### config.mk
export PLATFORM = sky130hd
export DESIGN_NAME = pdc_power_down
export DESIGN_NICKNAME = d
export VERILOG_FILES = /design/src/shared/pdc_pkg.sv /design/src/hdl/pdc_power_down.sv /design/src/hdl/pdc_wake_detect.sv /design/src/hdl/pdc_port_ctrl.sv
export SDC_FILE = /design/constraint.sdc
export NUM_CORES = 1
export LEC_CHECK = 0
export BUFFER_PORTS_ARGS = -buffer_cell sky130_fd_sc_hd__buf_2
export CORE_ASPECT_RATIO = 0.75
export CORE_MARGIN = 2
export CORE_UTILIZATION = 42
export DETAILED_ROUTE_END_ITERATION = 8
export PLACE_DENSITY = 0.85
export REMOVE_ABC_BUFFERS = 1
export SLEW_MARGIN = 10
export SYNTH_ARGS = -nofsm -noshare
export SYNTH_HDL_FRONTEND = slang
export SYNTH_SLANG_ARGS = --single-unit
### constraint.sdc
create_clock -name ref_clk_i -period 4.8 [get_ports ref_clk_i]
set_input_delay 0.96 -clock ref_clk_i [delete_from_list [all_inputs] [get_ports ref_clk_i]]
set_output_delay 0.96 -clock ref_clk_i [all_outputs]
set_load 0.1 [all_outputs]
### src/shared/pdc_pkg.sv
// Shared constants and types for the power-down mode controller.
package pdc_pkg;

   // Register byte addresses on the APB bus.
   localparam logic [31:0] STBY_CTRL_ADDR  = 32'hFFFF_8614;
   localparam logic [31:0] PWR_STAT_ADDR   = 32'hFFFF_8618;

   // Standby control register layout and reset value.
   localparam int          STBY_SEL_BIT    = 7;
   localparam int          PORT_FLOAT_BIT  = 6;
   localparam logic [7:0]  STBY_CTRL_RESET = 8'h1F;
   localparam logic [7:0]  STBY_RSVD_MASK  = 8'h3F;
   localparam logic [7:0]  STBY_RSVD_VALUE = 8'h1F;

   // Power status register layout.
   localparam int          STAT_MODE_LSB   = 0;
   localparam int          STAT_CAUSE_LSB  = 4;

   // Default widths.
   localparam int          IRQ_LEVEL_W     = 4;
   localparam int          PORT_W          = 16;

   // Power-down modes.
   typedef enum logic [1:0] {
      PDC_RUN,
      PDC_SLEEP,
      PDC_STANDBY
   } pdc_mode_t;

   // Causes that end a power-down mode, highest priority first.
   typedef struct packed {
      logic power_on;
      logic manual;
      logic addr_err;
      logic irq;
   } pdc_wake_t;

   // Power controls handed to the rest of the chip.
   typedef struct packed {
      logic cpu_halt;
      logic clk_run;
      logic periph_run;
      logic ram_wr_block;
   } pdc_pwr_ctl_t;

endpackage

### src/hdl/pdc_power_down.sv
// Power-down mode controller: standby control register, sleep and standby.
//
// The APB slave port was decided locally.
`timescale 1ns/10ps
module pdc_power_down #(
   parameter int LEVEL_W = pdc_pkg::IRQ_LEVEL_W,
   parameter int PORT_W  = pdc_pkg::PORT_W
) (
   // Clock and reset
   input  wire logic               ref_clk_i,
   input  wire logic               rst_i,
   // APB slave
   input  wire logic               psel_i,
   input  wire logic               penable_i,
   input  wire logic               pwrite_i,
   input  wire logic [31:0]        paddr_i,
   input  wire logic [31:0]        pwdata_i,
   input  wire logic [3:0]         pstrb_i,
   output logic      [31:0]        prdata_o,
   output logic                    pready_o,
   output logic                    pslverr_o,
   // CPU core
   input  wire logic               sleep_req_i,
   input  wire logic [LEVEL_W-1:0] status_mask_i,
   output logic                    irq_exc_start_o,
   output logic                    addr_err_exc_start_o,
   // Interrupt and transfer error sources
   input  wire logic               irq_req_i,
   input  wire logic [LEVEL_W-1:0] irq_level_i,
   input  wire logic               irq_src_enabled_i,
   input  wire logic               mac_addr_err_i,
   input  wire logic               data_transfer_ctrl_err_i,
   // Watchdog
   input  wire logic               watchdog_run_enable_i,
   // Reset pins
   input  wire logic               power_on_reset_n_i,
   input  wire logic               manual_reset_n_i,
   output logic                    power_on_reset_o,
   output logic                    manual_reset_o,
   // Power controls and mode
   output pdc_pkg::pdc_pwr_ctl_t   pwr_ctl_o,
   output pdc_pkg::pdc_mode_t      mode_o,
   // I/O port pins
   input  wire logic [PORT_W-1:0]  func_out_i,
   input  wire logic [PORT_W-1:0]  func_oe_i,
   output logic      [PORT_W-1:0]  pad_out_o,
   output logic      [PORT_W-1:0]  pad_oe_o
);
   import pdc_pkg::*;

   // Register state.
   logic       standby_select;
   logic       port_float_select;
   logic [3:0] last_wake;
   pdc_mode_t  mode;
   pdc_mode_t  next_mode;
   pdc_wake_t  wake;

   // Bus decode.
   logic       hit_ctrl;
   logic       hit_stat;
   logic       mapped;
   logic       setup_rd;
   logic       wr_ctrl;
   logic       rd_stat;
   logic [7:0] ctrl_view;
   logic [7:0] stat_view;

   // Mode events.
   logic       hard_reset;
   logic       leave_sleep;
   logic       enter_power_down;

   // Wake sources, qualified and ordered by priority.
   pdc_wake_detect #(
      .LEVEL_W            (LEVEL_W)
   ) u_wake (
      .irq_req_i          (irq_req_i),
      .irq_level_i        (irq_level_i),
      .irq_src_enabled_i  (irq_src_enabled_i),
      .status_mask_i      (status_mask_i),
      .mac_addr_err_i     (mac_addr_err_i),
      .data_transfer_ctrl_err_i (data_transfer_ctrl_err_i),
      .power_on_reset_n_i (power_on_reset_n_i),
      .manual_reset_n_i   (manual_reset_n_i),
      .wake_o             (wake)
   );

   // The power-on pin resets the mode, control bits, exception starts, power controls and port pins just like the system reset.
   assign hard_reset = rst_i || wake.power_on;

   // Address decode; the control register lives in byte lane 0.
   assign hit_ctrl = (paddr_i == STBY_CTRL_ADDR);
   assign hit_stat = (paddr_i == PWR_STAT_ADDR);
   assign mapped   = hit_ctrl || hit_stat;
   assign setup_rd = psel_i && !penable_i && !pwrite_i;
   assign wr_ctrl  = psel_i && penable_i && pwrite_i && hit_ctrl
                     && pstrb_i[0] && (mode != PDC_STANDBY);
   assign rd_stat  = psel_i && penable_i && !pwrite_i && hit_stat;

   // Zero wait states; unmapped addresses answer with an error.
   assign pready_o  = 1'b1;
   assign pslverr_o = psel_i && penable_i && !mapped;

   // Reserved bits are forced on read, whatever is stored.
   always_comb begin
      ctrl_view                 = STBY_RSVD_VALUE;
      ctrl_view[STBY_SEL_BIT]   = standby_select;
      ctrl_view[PORT_FLOAT_BIT] = port_float_select;
   end

   // Status view: current mode and the cause of the last wake-up.
   always_comb begin
      stat_view = 8'h00;
      stat_view[STAT_MODE_LSB +: 2]  = mode;
      stat_view[STAT_CAUSE_LSB +: 4] = last_wake;
   end

   // Read data is captured in the setup phase so it comes from a flop.
   always_ff @(posedge ref_clk_i) begin
      if (rst_i) begin
         prdata_o <= 32'h0000_0000;
      end else if (setup_rd) begin
         if (hit_ctrl) begin
            prdata_o <= {24'h00_0000, ctrl_view};
         end else if (hit_stat) begin
            prdata_o <= {24'h00_0000, stat_view};
         end else begin
            prdata_o <= 32'h0000_0000;
         end
      end
   end

   // Standby select: a 1 is refused while the watchdog runs, a 0 always
   // lands outside standby, so software can back out of standby before it is entered.
   always_ff @(posedge ref_clk_i) begin
      if (hard_reset) begin
         standby_select <= STBY_CTRL_RESET[STBY_SEL_BIT];
      end else if (wr_ctrl) begin
         if (!pwdata_i[STBY_SEL_BIT] || !watchdog_run_enable_i) begin
            standby_select <= pwdata_i[STBY_SEL_BIT];
         end
      end
   end

   // Port float select obeys the same watchdog interlock.
   always_ff @(posedge ref_clk_i) begin
      if (hard_reset) begin
         port_float_select <= STBY_CTRL_RESET[PORT_FLOAT_BIT];
      end else if (wr_ctrl) begin
         if (!pwdata_i[PORT_FLOAT_BIT] || !watchdog_run_enable_i) begin
            port_float_select <= pwdata_i[PORT_FLOAT_BIT];
         end
      end
   end

   // Sleep ends on any qualified cause; standby only on power-on reset,
   // which is already folded into the hard reset.
   assign leave_sleep      = (mode == PDC_SLEEP) && (wake != '0);
   assign enter_power_down = (mode == PDC_RUN) && sleep_req_i;

   // Mode sequencing.
   always_comb begin
      next_mode = mode;
      unique case (mode)
         PDC_RUN: begin
            if (enter_power_down) begin
               // The select bit is sampled in the request cycle.
               next_mode = standby_select ? PDC_STANDBY
                                          : PDC_SLEEP;
            end
         end
         PDC_SLEEP: begin
            if (leave_sleep) begin
               next_mode = PDC_RUN;
            end
         end
         PDC_STANDBY: begin
            next_mode = PDC_STANDBY;
         end
      endcase
   end

   always_ff @(posedge ref_clk_i) begin
      if (hard_reset) begin
         mode <= PDC_RUN;
      end else begin
         mode <= next_mode;
      end
   end

   assign mode_o = mode;

   // Exception starts are one-cycle pulses on the sleep exit edge. A wake
   // in run mode is the interrupt controller's business, not ours.
   always_ff @(posedge ref_clk_i) begin
      if (hard_reset) begin
         irq_exc_start_o      <= 1'b0;
         addr_err_exc_start_o <= 1'b0;
      end else begin
         irq_exc_start_o      <= leave_sleep && wake.irq;
         addr_err_exc_start_o <= leave_sleep && wake.addr_err;
      end
   end

   // Reset outputs follow the pins; manual reset is swallowed in standby
   // because the clocks it would need are stopped.
   always_ff @(posedge ref_clk_i) begin
      if (rst_i) begin
         power_on_reset_o <= 1'b0;
         manual_reset_o   <= 1'b0;
      end else begin
         power_on_reset_o <= wake.power_on;
         manual_reset_o   <= wake.manual
                             && (mode != PDC_STANDBY);
      end
   end

   // Last wake cause: set on each sleep exit, cleared by reading the
   // status register; a new cause in the same cycle wins over the clear.
   always_ff @(posedge ref_clk_i) begin
      if (rst_i) begin
         last_wake <= 4'h0;
      end else if (leave_sleep) begin
         last_wake <= wake;
      end else if (rd_stat) begin
         last_wake <= 4'h0;
      end
   end

   // Power controls. Sleep only stops the CPU, so its registers and the
   // peripherals keep their state; standby stops everything. RAM writes
   // are blocked in standby so a stopping clock cannot corrupt a word.
   always_ff @(posedge ref_clk_i) begin
      if (hard_reset) begin
         pwr_ctl_o.cpu_halt     <= 1'b0;
         pwr_ctl_o.clk_run      <= 1'b1;
         pwr_ctl_o.periph_run   <= 1'b1;
         pwr_ctl_o.ram_wr_block <= 1'b0;
      end else begin
         pwr_ctl_o.cpu_halt     <= (next_mode != PDC_RUN);
         pwr_ctl_o.clk_run      <= (next_mode != PDC_STANDBY);
         pwr_ctl_o.periph_run   <= (next_mode != PDC_STANDBY);
         pwr_ctl_o.ram_wr_block <= (next_mode == PDC_STANDBY);
      end
   end

   // Port pins hold or float in standby; in sleep they keep following their function.
   pdc_port_ctrl #(
      .WIDTH      (PORT_W)
   ) u_port (
      .ref_clk_i  (ref_clk_i),
      .rst_i      (hard_reset),
      .standby_i  (mode == PDC_STANDBY),
      .float_i    (port_float_select),
      .func_out_i (func_out_i),
      .func_oe_i  (func_oe_i),
      .pad_out_o  (pad_out_o),
      .pad_oe_o   (pad_oe_o)
   );

endmodule // pdc_power_down

### src/hdl/pdc_wake_detect.sv
// Wake source qualification and priority for the power-down controller.
`timescale 1ns/10ps
module pdc_wake_detect #(
   parameter int LEVEL_W = pdc_pkg::IRQ_LEVEL_W
) (
   // Interrupt request from the interrupt controller
   input  wire logic               irq_req_i,
   input  wire logic [LEVEL_W-1:0] irq_level_i,
   input  wire logic               irq_src_enabled_i,
   input  wire logic [LEVEL_W-1:0] status_mask_i,
   // Transfer address errors
   input  wire logic               mac_addr_err_i,
   input  wire logic               data_transfer_ctrl_err_i,
   // Reset pins
   input  wire logic               power_on_reset_n_i,
   input  wire logic               manual_reset_n_i,
   // Prioritised one-hot cause
   output pdc_pkg::pdc_wake_t      wake_o
);
   import pdc_pkg::*;

   logic irq_ok;
   logic err_any;

   // A request only counts when the source lets it out and it beats the mask.
   assign irq_ok  = irq_req_i && irq_src_enabled_i
                    && (irq_level_i > status_mask_i);
   assign err_any = mac_addr_err_i || data_transfer_ctrl_err_i;

   // Power-on outranks manual reset, which needs the power-on pin high.
   always_comb begin
      wake_o          = '0;
      if (!power_on_reset_n_i) begin
         wake_o.power_on = 1'b1;
      end else if (!manual_reset_n_i) begin
         wake_o.manual   = 1'b1;
      end else if (err_any) begin
         wake_o.addr_err = 1'b1;
      end else if (irq_ok) begin
         wake_o.irq      = 1'b1;
      end
   end

endmodule // pdc_wake_detect

### src/hdl/pdc_port_ctrl.sv
// Standby behaviour of the general I/O port pins: hold or float.
`timescale 1ns/10ps
module pdc_port_ctrl #(
   parameter int WIDTH = pdc_pkg::PORT_W
) (
   // Clock and reset
   input  wire logic             ref_clk_i,
   input  wire logic             rst_i,
   // Mode control
   input  wire logic             standby_i,
   input  wire logic             float_i,
   // Port function side
   input  wire logic [WIDTH-1:0] func_out_i,
   input  wire logic [WIDTH-1:0] func_oe_i,
   // Pad side
   output logic      [WIDTH-1:0] pad_out_o,
   output logic      [WIDTH-1:0] pad_oe_o
);
   import pdc_pkg::*;

   // Each pin follows its function until standby, then the last driven
   // state is frozen; floating overrides the freeze by dropping the enable.
   genvar g;
   generate
      for (g = 0; g < WIDTH; g++) begin : g_pin
         always_ff @(posedge ref_clk_i) begin
            if (rst_i) begin
               pad_out_o[g] <= 1'b0;
               pad_oe_o[g]  <= 1'b0;
            end else if (!standby_i) begin
               pad_out_o[g] <= func_out_i[g];
               pad_oe_o[g]  <= func_oe_i[g];
            end else if (float_i) begin
               pad_oe_o[g]  <= 1'b0;
            end
         end
      end
   endgenerate

endmodule // pdc_port_ctrl

=== Word level (Yosys, flattened, before mapping) ===
Cells that the tools add are included.

* $lt $le $gt $ge: 1
* Equal/unequal tests: 8
* Multiplexer cells: 32
* Reductions and logical operators: 34

{| class="wikitable"
|+ Operators by type and width
! kind !! count
|-
| equality test 32 bit (second input constant) || 2
|-
| 2-to-1 mux 1 bit || 22
|-
| logical AND 1 bit || 17
|-
| 2-to-1 mux 8 bit || 2
|-
| 2-to-1 mux 2 bit || 4
|-
| 2-to-1 mux 4 bit || 2
|-
| zero test 1 bit || 6
|-
| != test 2 bit (second input constant) || 3
|-
| case mux 2 bit (3 select lines) || 1
|-
| logical OR 1 bit || 5
|-
| equality test 2 bit (second input constant) || 2
|-
| greater-than comparator 4 bit || 1
|-
| AND reduction 2 bit || 2
|-
| nonzero test 2 bit || 2
|-
| nonzero test 4 bit || 1
|-
| 2-to-1 mux 3 bit || 1
|-
| equality test 2 x 1 -> 1 bit (second input constant) || 1
|-
| zero test 2 bit || 1
|}

* Bits in registers: 79
* Output and inout port bits: 76
* Logic and storage cells: 119

=== Longest topological paths before layout ===
Gate-level depths: netlist of the first run.

* Depth after elaboration: 11
* Gate-level depth with buffers: 7
* Depth with buffers taken out: 7

=== By module ===
From an unflattened synthesis of the first run, not the netlist that was laid out.

* Cells, all modules: 287
* Area total of the unflattened synthesis: 2586.2 µm²

{| class="wikitable"
|+ Modules (own cells, without submodules)
! module !! times used !! cells an instance !! area each (µm²) !! seq. area each (µm²)
|-
| pdc_power_down || 1 || 144 || 1260.0 || 440.4
|-
| pdc_port_ctrl || 1 || 124 || 1198.6 || 640.6
|-
| pdc_wake_detect || 1 || 19 || 127.6 || 0.0
|}

=== Worst setup path before layout of the first run ===
No wires, ideal clock.

* Kind: input to output
* From: input paddr_i[2]
* To: output pslverr_o
* Data arrival time: 2.915 ns
* Setup slack: 0.925 ns
* Stages: 3
* Path buffers: 0
* Path through: and2b_1 -> or2_1 -> a21oi_1

* Word-level cells in the longest chain between the ends: 4
* Elaborated cells on any way between the ends: 5

{| class="wikitable"
|+ RTL lines
! what !! line !! text
|-
| start: declaration || pdc_power_down.sv:16 || <nowiki>input wire logic [31:0] paddr_i,</nowiki>
|-
| equality test 32 bit, on equally long branches || pdc_power_down.sv:93, pdc_power_down.sv:94 ||
|-
| logical OR 1 bit * || pdc_power_down.sv:95 || <nowiki>assign mapped = hit_ctrl || hit_stat;</nowiki>
|-
| zero test 1 bit * || pdc_power_down.sv:103 || <nowiki>assign pslverr_o = psel_i && penable_i && !mapped;</nowiki>
|-
| logical AND 1 bit * || pdc_power_down.sv:103 ||
|-
| end: declaration || pdc_power_down.sv:21 || <nowiki>output logic pslverr_o,</nowiki>
|}

Every way passes the cells marked *; elsewhere a longest branch is shown, timed or not.

=== Worst setup path after layout of the first run ===
* From: input paddr_i[1]
* To: output pslverr_o

The elaborated chain is that of the path after synthesis.

==> results of run 1 <==
==> per-layer routing <==
metal / vias to the layer above / GRT usage, % / routed length (um)
li1: 1101 / - / -
met1: 988 / 23.6 / 2620
met2: 93 / 29.8 / 2590
met3: 5 / 5.18 / 455
met4: 0 / 3.98 / 42
met5: - / 0 / 0
==> stage by stage <==
stage / util (%) / worst slack, ns / cells / power, uW
after floorplan: - / 0.925 / 235 / 754
after global placement: 54.1 / 1.23 / 452 / 818
after detailed placement: 54.1 / 1.21 / 452 / 823
after CTS: 55.7 / 1.21 / 460 / 1070
after global routing: 55.7 / 1.11 / 460 / 1120
final: 55.7 / 1.21 / 460 / 1060
==> final timing paths <==
| kind | from | to | slack [ns] | cells past startpoint |
|---|---|---|---|---|
| worst max-delay path | paddr_i[1] | pslverr_o | 1.21 | 6 |
| worst min-delay path | prdata_o[5] | prdata_o[5] | 0.46 | 2 |
| worst max register to register | mode_o[0] | u_port.pad_oe_o[8] | 2.74 | 4 |
| worst min register to register | prdata_o[5] | prdata_o[5] | 0.46 | 2 |
==> kinds of logic after synthesis <==
logic type      count (synthesis)  synth area share [%]
compound gates                 45                  15.6
simple gates                   80                  18.7
fa+ha+maj                       7                  3.58
other cells                     2                 0.307
flops                          54                  44.2
buf+inv                        43                  11.1
mux                            16                  6.54
==> cells in the mapped netlist (2+ instances only) <==
| master | n | area share (%) |
|---|---|---|
| dfxtp_1 | 54 | 44 |
| buf_4 | 27 | 8.3 |
| nor2_1 | 24 | 3.7 |
| a22o_1 | 17 | 6.1 |
| mux2i_1 | 16 | 6.5 |
| nand2_1 | 11 | 1.7 |
| inv_1 | 8 | 1.2 |
| nand4_1 | 8 | 2.0 |
| ha_1 | 7 | 3.6 |
| a21oi_1 | 6 | 1.2 |
| clkbuf_1 | 5 | 0.77 |
| a41oi_1 | 4 | 1.4 |
| and2_0 | 4 | 1.0 |
| nand3_1 | 4 | 0.82 |
| nor2b_1 | 4 | 1.0 |
| nor3_1 | 4 | 0.82 |
| o21ai_1 | 4 | 0.82 |
| nand2b_1 | 3 | 0.77 |
| a21o_1 | 2 | 0.61 |
| and2_1 | 2 | 0.51 |
| buf_2 | 2 | 0.41 |
| conb_1 | 2 | 0.31 |
| nor3b_2 | 2 | 1.0 |
| nor4b_1 | 2 | 0.72 |
| o211a_1 | 2 | 0.82 |
| o211ai_2 | 2 | 1.0 |
| o221a_1 | 2 | 0.92 |
| or2_1 | 2 | 0.51 |
==> final cells by class <==
cell class / count / share of cell area (%)
timing repair buffer: 139 / 22.0
clock inverter: 1 / 0.157
multi-input combinational: 173 / 37.1
sequential: 54 / 34.0
inverter: 8 / 0.945
tap: 78 / 3.07
clock buffer: 7 / 2.72
==> flip-flops by register name (all words and copies together), names as in the netlist <==
name and flops:
u_port.pad_oe_o 16, addr_err_exc_start_o 1, pwr_ctl_o 3, standby_select 1, u_port.pad_out_o 16, manual_reset_o 1
last_wake 4, prdata_o 7, irq_exc_start_o 1, port_float_select 1, mode_o 2, power_on_reset_o 1
==> report_power, final <==
part	internal [uW]	switching, uW
Clock	117	133
Combinational	67.3	271
Sequential	465	9.31
==> cell usage in the layout, fill, tap and decap left out, types with 7 or more instances in the layout <==
cell	n
a22o_1	17
buf_2	138
conb_1	25
dfxtp_1	54
ha_1	7
inv_1	8
mux2i_1	16
nand2_1	11
nand4_1	8
nor2_1	24
==> worst max-delay path: cells and delay by family <==
family,cells,cell delay [ns]
AO/OA/AOI/OAI,1,0.12
AND/OR/NAND/NOR,3,1.14
buffers and inverters,2,0.41
==> results.cfg, run 1 <==
[clocking]
cts.sinks = 54
cts-root-buf = clkbuf_8
clk-insertion-delay-late_ns = 0.29
post_cts_buffers = 0
cts_resized = 0
htree_levels = 2
path_clk_slew_ns = 0.08
cts_buffers = 5
cts_tree = yes
clk_path_buf_depth = 2
cts_hold_buf = 0

[floorplan]
rows = 24
coreArea_um2 = 5710
initial_core_util_pct = 42.9
die_h_um = 70.1
die_width_um = 92.1
fp.dieArea_um2 = 6460
ios = 197

[layout]
multi_input_area_um2 = 1180
drive_gt1_share_pct = 40.3
nets = 509
area_growth_pct = 29.9
fillers = 534
n_antenna_cell = 0
fin_area_um2 = 3180
regArea_um2 = 1080

[critical_path]
arrival_ns = 2.63
critPathLaunchType = primary input
crit_top_cell = buf_2
path_max_fanout = 13
crit_chain = buf_2, nand4b_1, or4_4, nor3_4, a21oi_1, buf_2
crit_type = in2out
slowest_delay_ns = 0.50
required_ns = 3.84
end_kind = primary output
critPathSlowestCell = or4_4

[power_and_ir_drop]
p_per_area_nw_per_um2 = 334
vdd_ir_drop_max_v = 0.000152
p_leak_uw = 0.00163

[sta]
min_period_ns = 3.59
clock_skew_ns = 0.00673
worst_slew_pin_slew_ns = 1.04
max_freq_mhz = 278
setup_viol = 0
min_period_over_period_pct = 74.9
tns_ns = 0
hold_viol_final = 0
grt_setup_unrepaired = false
drv_slew = 0
relSlewSlack_pct = 30.3
timing.hold.ws_ns = 0.457

[synth]
ys_warn_count = 0
synth_ff_type = dfxtp_1
synth.yosys.seq_area_share_pct = 44.2
ys_types = 45
avgSynthCellArea_um2 = 9.91
syn_inst = 247
async_flop_share_pct = 0
synth-edff-count = 0
synth_area_um2 = 2450
ys_seq_elements = 54

[routing]
vias = 2187
avgViaCountPerCell = 4.75
drt-total-wl_um = 5700
drt_pass1_iterations = 4
wl_per_cell_um = 12.4
drt-initial-drc-count = 73
drc_errors = 0
ant_nets = 0

[global_routing]
overflow = 0
grt_pass1_vias = 2046
grt_max_degree = 23
grt_pass1_wl_um = 9450
antenna_found_initial = 0
track_usage_pct = 18.1

[placed_design]
io_buffers = 138
dp_hpwl_um = 4570
placed_cell_area_um2 = 3090
gp_congestion = 0.775

[status]
status = finished, final reports clean

[flow_run]
maxCapViolations = 0

[min_path]
min_path_type = reg2reg
No activity file was read; power rests on OpenSTA's default activity.
==> inputs of run 2 (changes only) <==
- CORE_UTILIZATION: 42 -> 39
- PLACE_DENSITY: 0.85 -> 0.8
- clock period: 4.8 -> 3.45 ns (I/O delays scaled with it)
==> run 2 against run 1 <==
  * Hold slack worse by 0.0010 ns
  * Worst setup slack got worse by 0.47 ns
  * Final cell count is 0.22% higher
  * Non-clock buffer count rose by 2
==> results.cfg, run 2 (synthesis gave the netlist of run 1 again) <==
[power_and_ir_drop]
p_total_uw = 1460
p_leak_uw = 0.00163
vdd_ir_drop_max_v = 0.000226
p_per_area_nw_per_um2 = 460

[routing]
drt-total-wl_um = 5750
drt-initial-drc-count = 80
drt-met1-wl_um = 2490
ant_nets = 0
wl_per_cell_um = 12.5
wl_met3_um = 561
vias = 2207
drt_pass1_iterations = 4
wl_met2_um = 2630
drc_errors = 0
avgViaCountPerCell = 4.79
routed.top_layer = met4

[critical_path]
startpoint = paddr_i[1]
regToRegStartpoint = mode_o[0]
path_max_fanout = 2
end_kind = primary output
critPathLaunchType = primary input
timing.rr.end = u_port.pad_oe_o[0]
regToRegSetupSlack_ns = 1.42
endpoint = pslverr_o
r2r_cells = 4
arrival_ns = 2.02
required_ns = 2.76
crit_type = in2out

[placed_design]
io_buffers = 138
post-place-ws_ns = 0.718
gp_congestion = 0.783
dp_hpwl_um = 4630

[sta]
grt_setup_unrepaired = false
hold_viol_final = 0
min_period_ns = 2.71
setup_viol = 0
min_period_over_period_pct = 78.6
worst_slew_pin_slew_ns = 0.992
max_freq_mhz = 369
drv_slew = 0
tns_ns = 0
relSlewSlack_pct = 33.6
clock_skew_ns = 0.00762
fin_ws_ns = 0.737

[layout]
final_cell_mix = 138 x buf_2, 54 x dfxtp_1, 25 x conb_1
area_growth_pct = 30.0
drive_gt1_share_pct = 40.5
nets = 511
n_antenna_cell = 0
fillers = 560
largestRegisters = u_port.pad_oe_o: 16 flops, u_port.pad_out_o: 16 flops, prdata_o: 7 flops
final_common_cell = buf_2

[global_routing]
grt_pass1_vias = 1890
track_usage_pct = 15.9
antenna_found_initial = 0
grt_max_degree = 18
grt_pass1_wl_um = 8620
overflow = 0

[clocking]
htree_levels = 2
cts_buffers = 5
cts_resized = 0
cts_tree = yes
clk_path_buf_depth = 2
cts.sinks = 54
clk-insertion-delay-late_ns = 0.30
cts_hold_buf = 0
post_cts_buffers = 0
path_clk_slew_ns = 0.08
cts-root-buf = clkbuf_8

[flow_run]
maxCapViolations = 0

[floorplan]
rows = 24
coreArea_um2 = 5950
ios = 197
initial_core_util_pct = 41.2
die_width_um = 95.5
fp.dieArea_um2 = 6930
die_h_um = 72.6

[status]
status = finished, final reports clean

[min_path]
min_path_type = reg2reg
## run 2: cell count changes in the layout (fill, tap and decap cells not counted), sizes merged
cell,before,now
clkinvlp,0,1
clkinv,1,0
clkbuf,7,6
buf,139,141
## run 2: area by class of cell
cell class / instances / area, um^2 / area share, %
flip-flops and latches: 54 / 1080 / 34.0
well taps: 78 / 97.6 / 3.07
clock inverters: 1 / 7.51 / 0.236
clock buffers: 6 / 72.6 / 2.28
inverters: 8 / 30.0 / 0.944
repair buffers: 141 / 713 / 22.4
multi-input cells: 173 / 1180 / 37.1
## run 2: metal layers
metal	GRT usage (%)	vias to the layer above
met1	20.8	988
li1	-	1102
met4	5.24	0
met3	4.24	8
met5	0	-
met2	25.7	109
## run 2: metrics by stage
| step | instances | hold slack (ns) | instance area [um^2] | util (%) |
|---|---|---|---|---|
| floorplan | 235 | 0.425 | 2290 | - |
| global placement | 454 | 0.440 | 3100 | 52.2 |
| detailed placement | 454 | 0.451 | 3100 | 52.2 |
| CTS | 461 | 0.463 | 3180 | 53.5 |
| global route | 461 | 0.487 | 3180 | 53.5 |
| finish | 461 | 0.456 | 3180 | 53.5 |
## run 2: worst min path at each step
stage / from / to / slack [ns] / cells past startpoint
2_1_floorplan: last_wake[0] / last_wake[0] / 0.42 / 1
3_3_place_gp: prdata_o[5] / prdata_o[5] / 0.44 / 2
3_5_place_dp: prdata_o[5] / prdata_o[5] / 0.45 / 2
4_1_cts: prdata_o[5] / prdata_o[5] / 0.46 / 2
5_1_grt: prdata_o[5] / prdata_o[5] / 0.49 / 2
6_report: prdata_o[5] / prdata_o[5] / 0.46 / 2
## run 2: power breakdown
group / internal (uW) / leakage [uW] / switching, uW
registers: 647 / 0.000441 / 13.1
logic: 94.1 / 0.00115 / 377
clock network: 140 / 0.0000373 / 193
total: 881 / 0.00163 / 583
## run 2: critical path, cell delays in order
cell and delay, ns:
buf_2 0.09, nand4b_1 0.16, or4_4 0.50, nor3_4 0.21, a21oi_1 0.08, buf_2 0.29
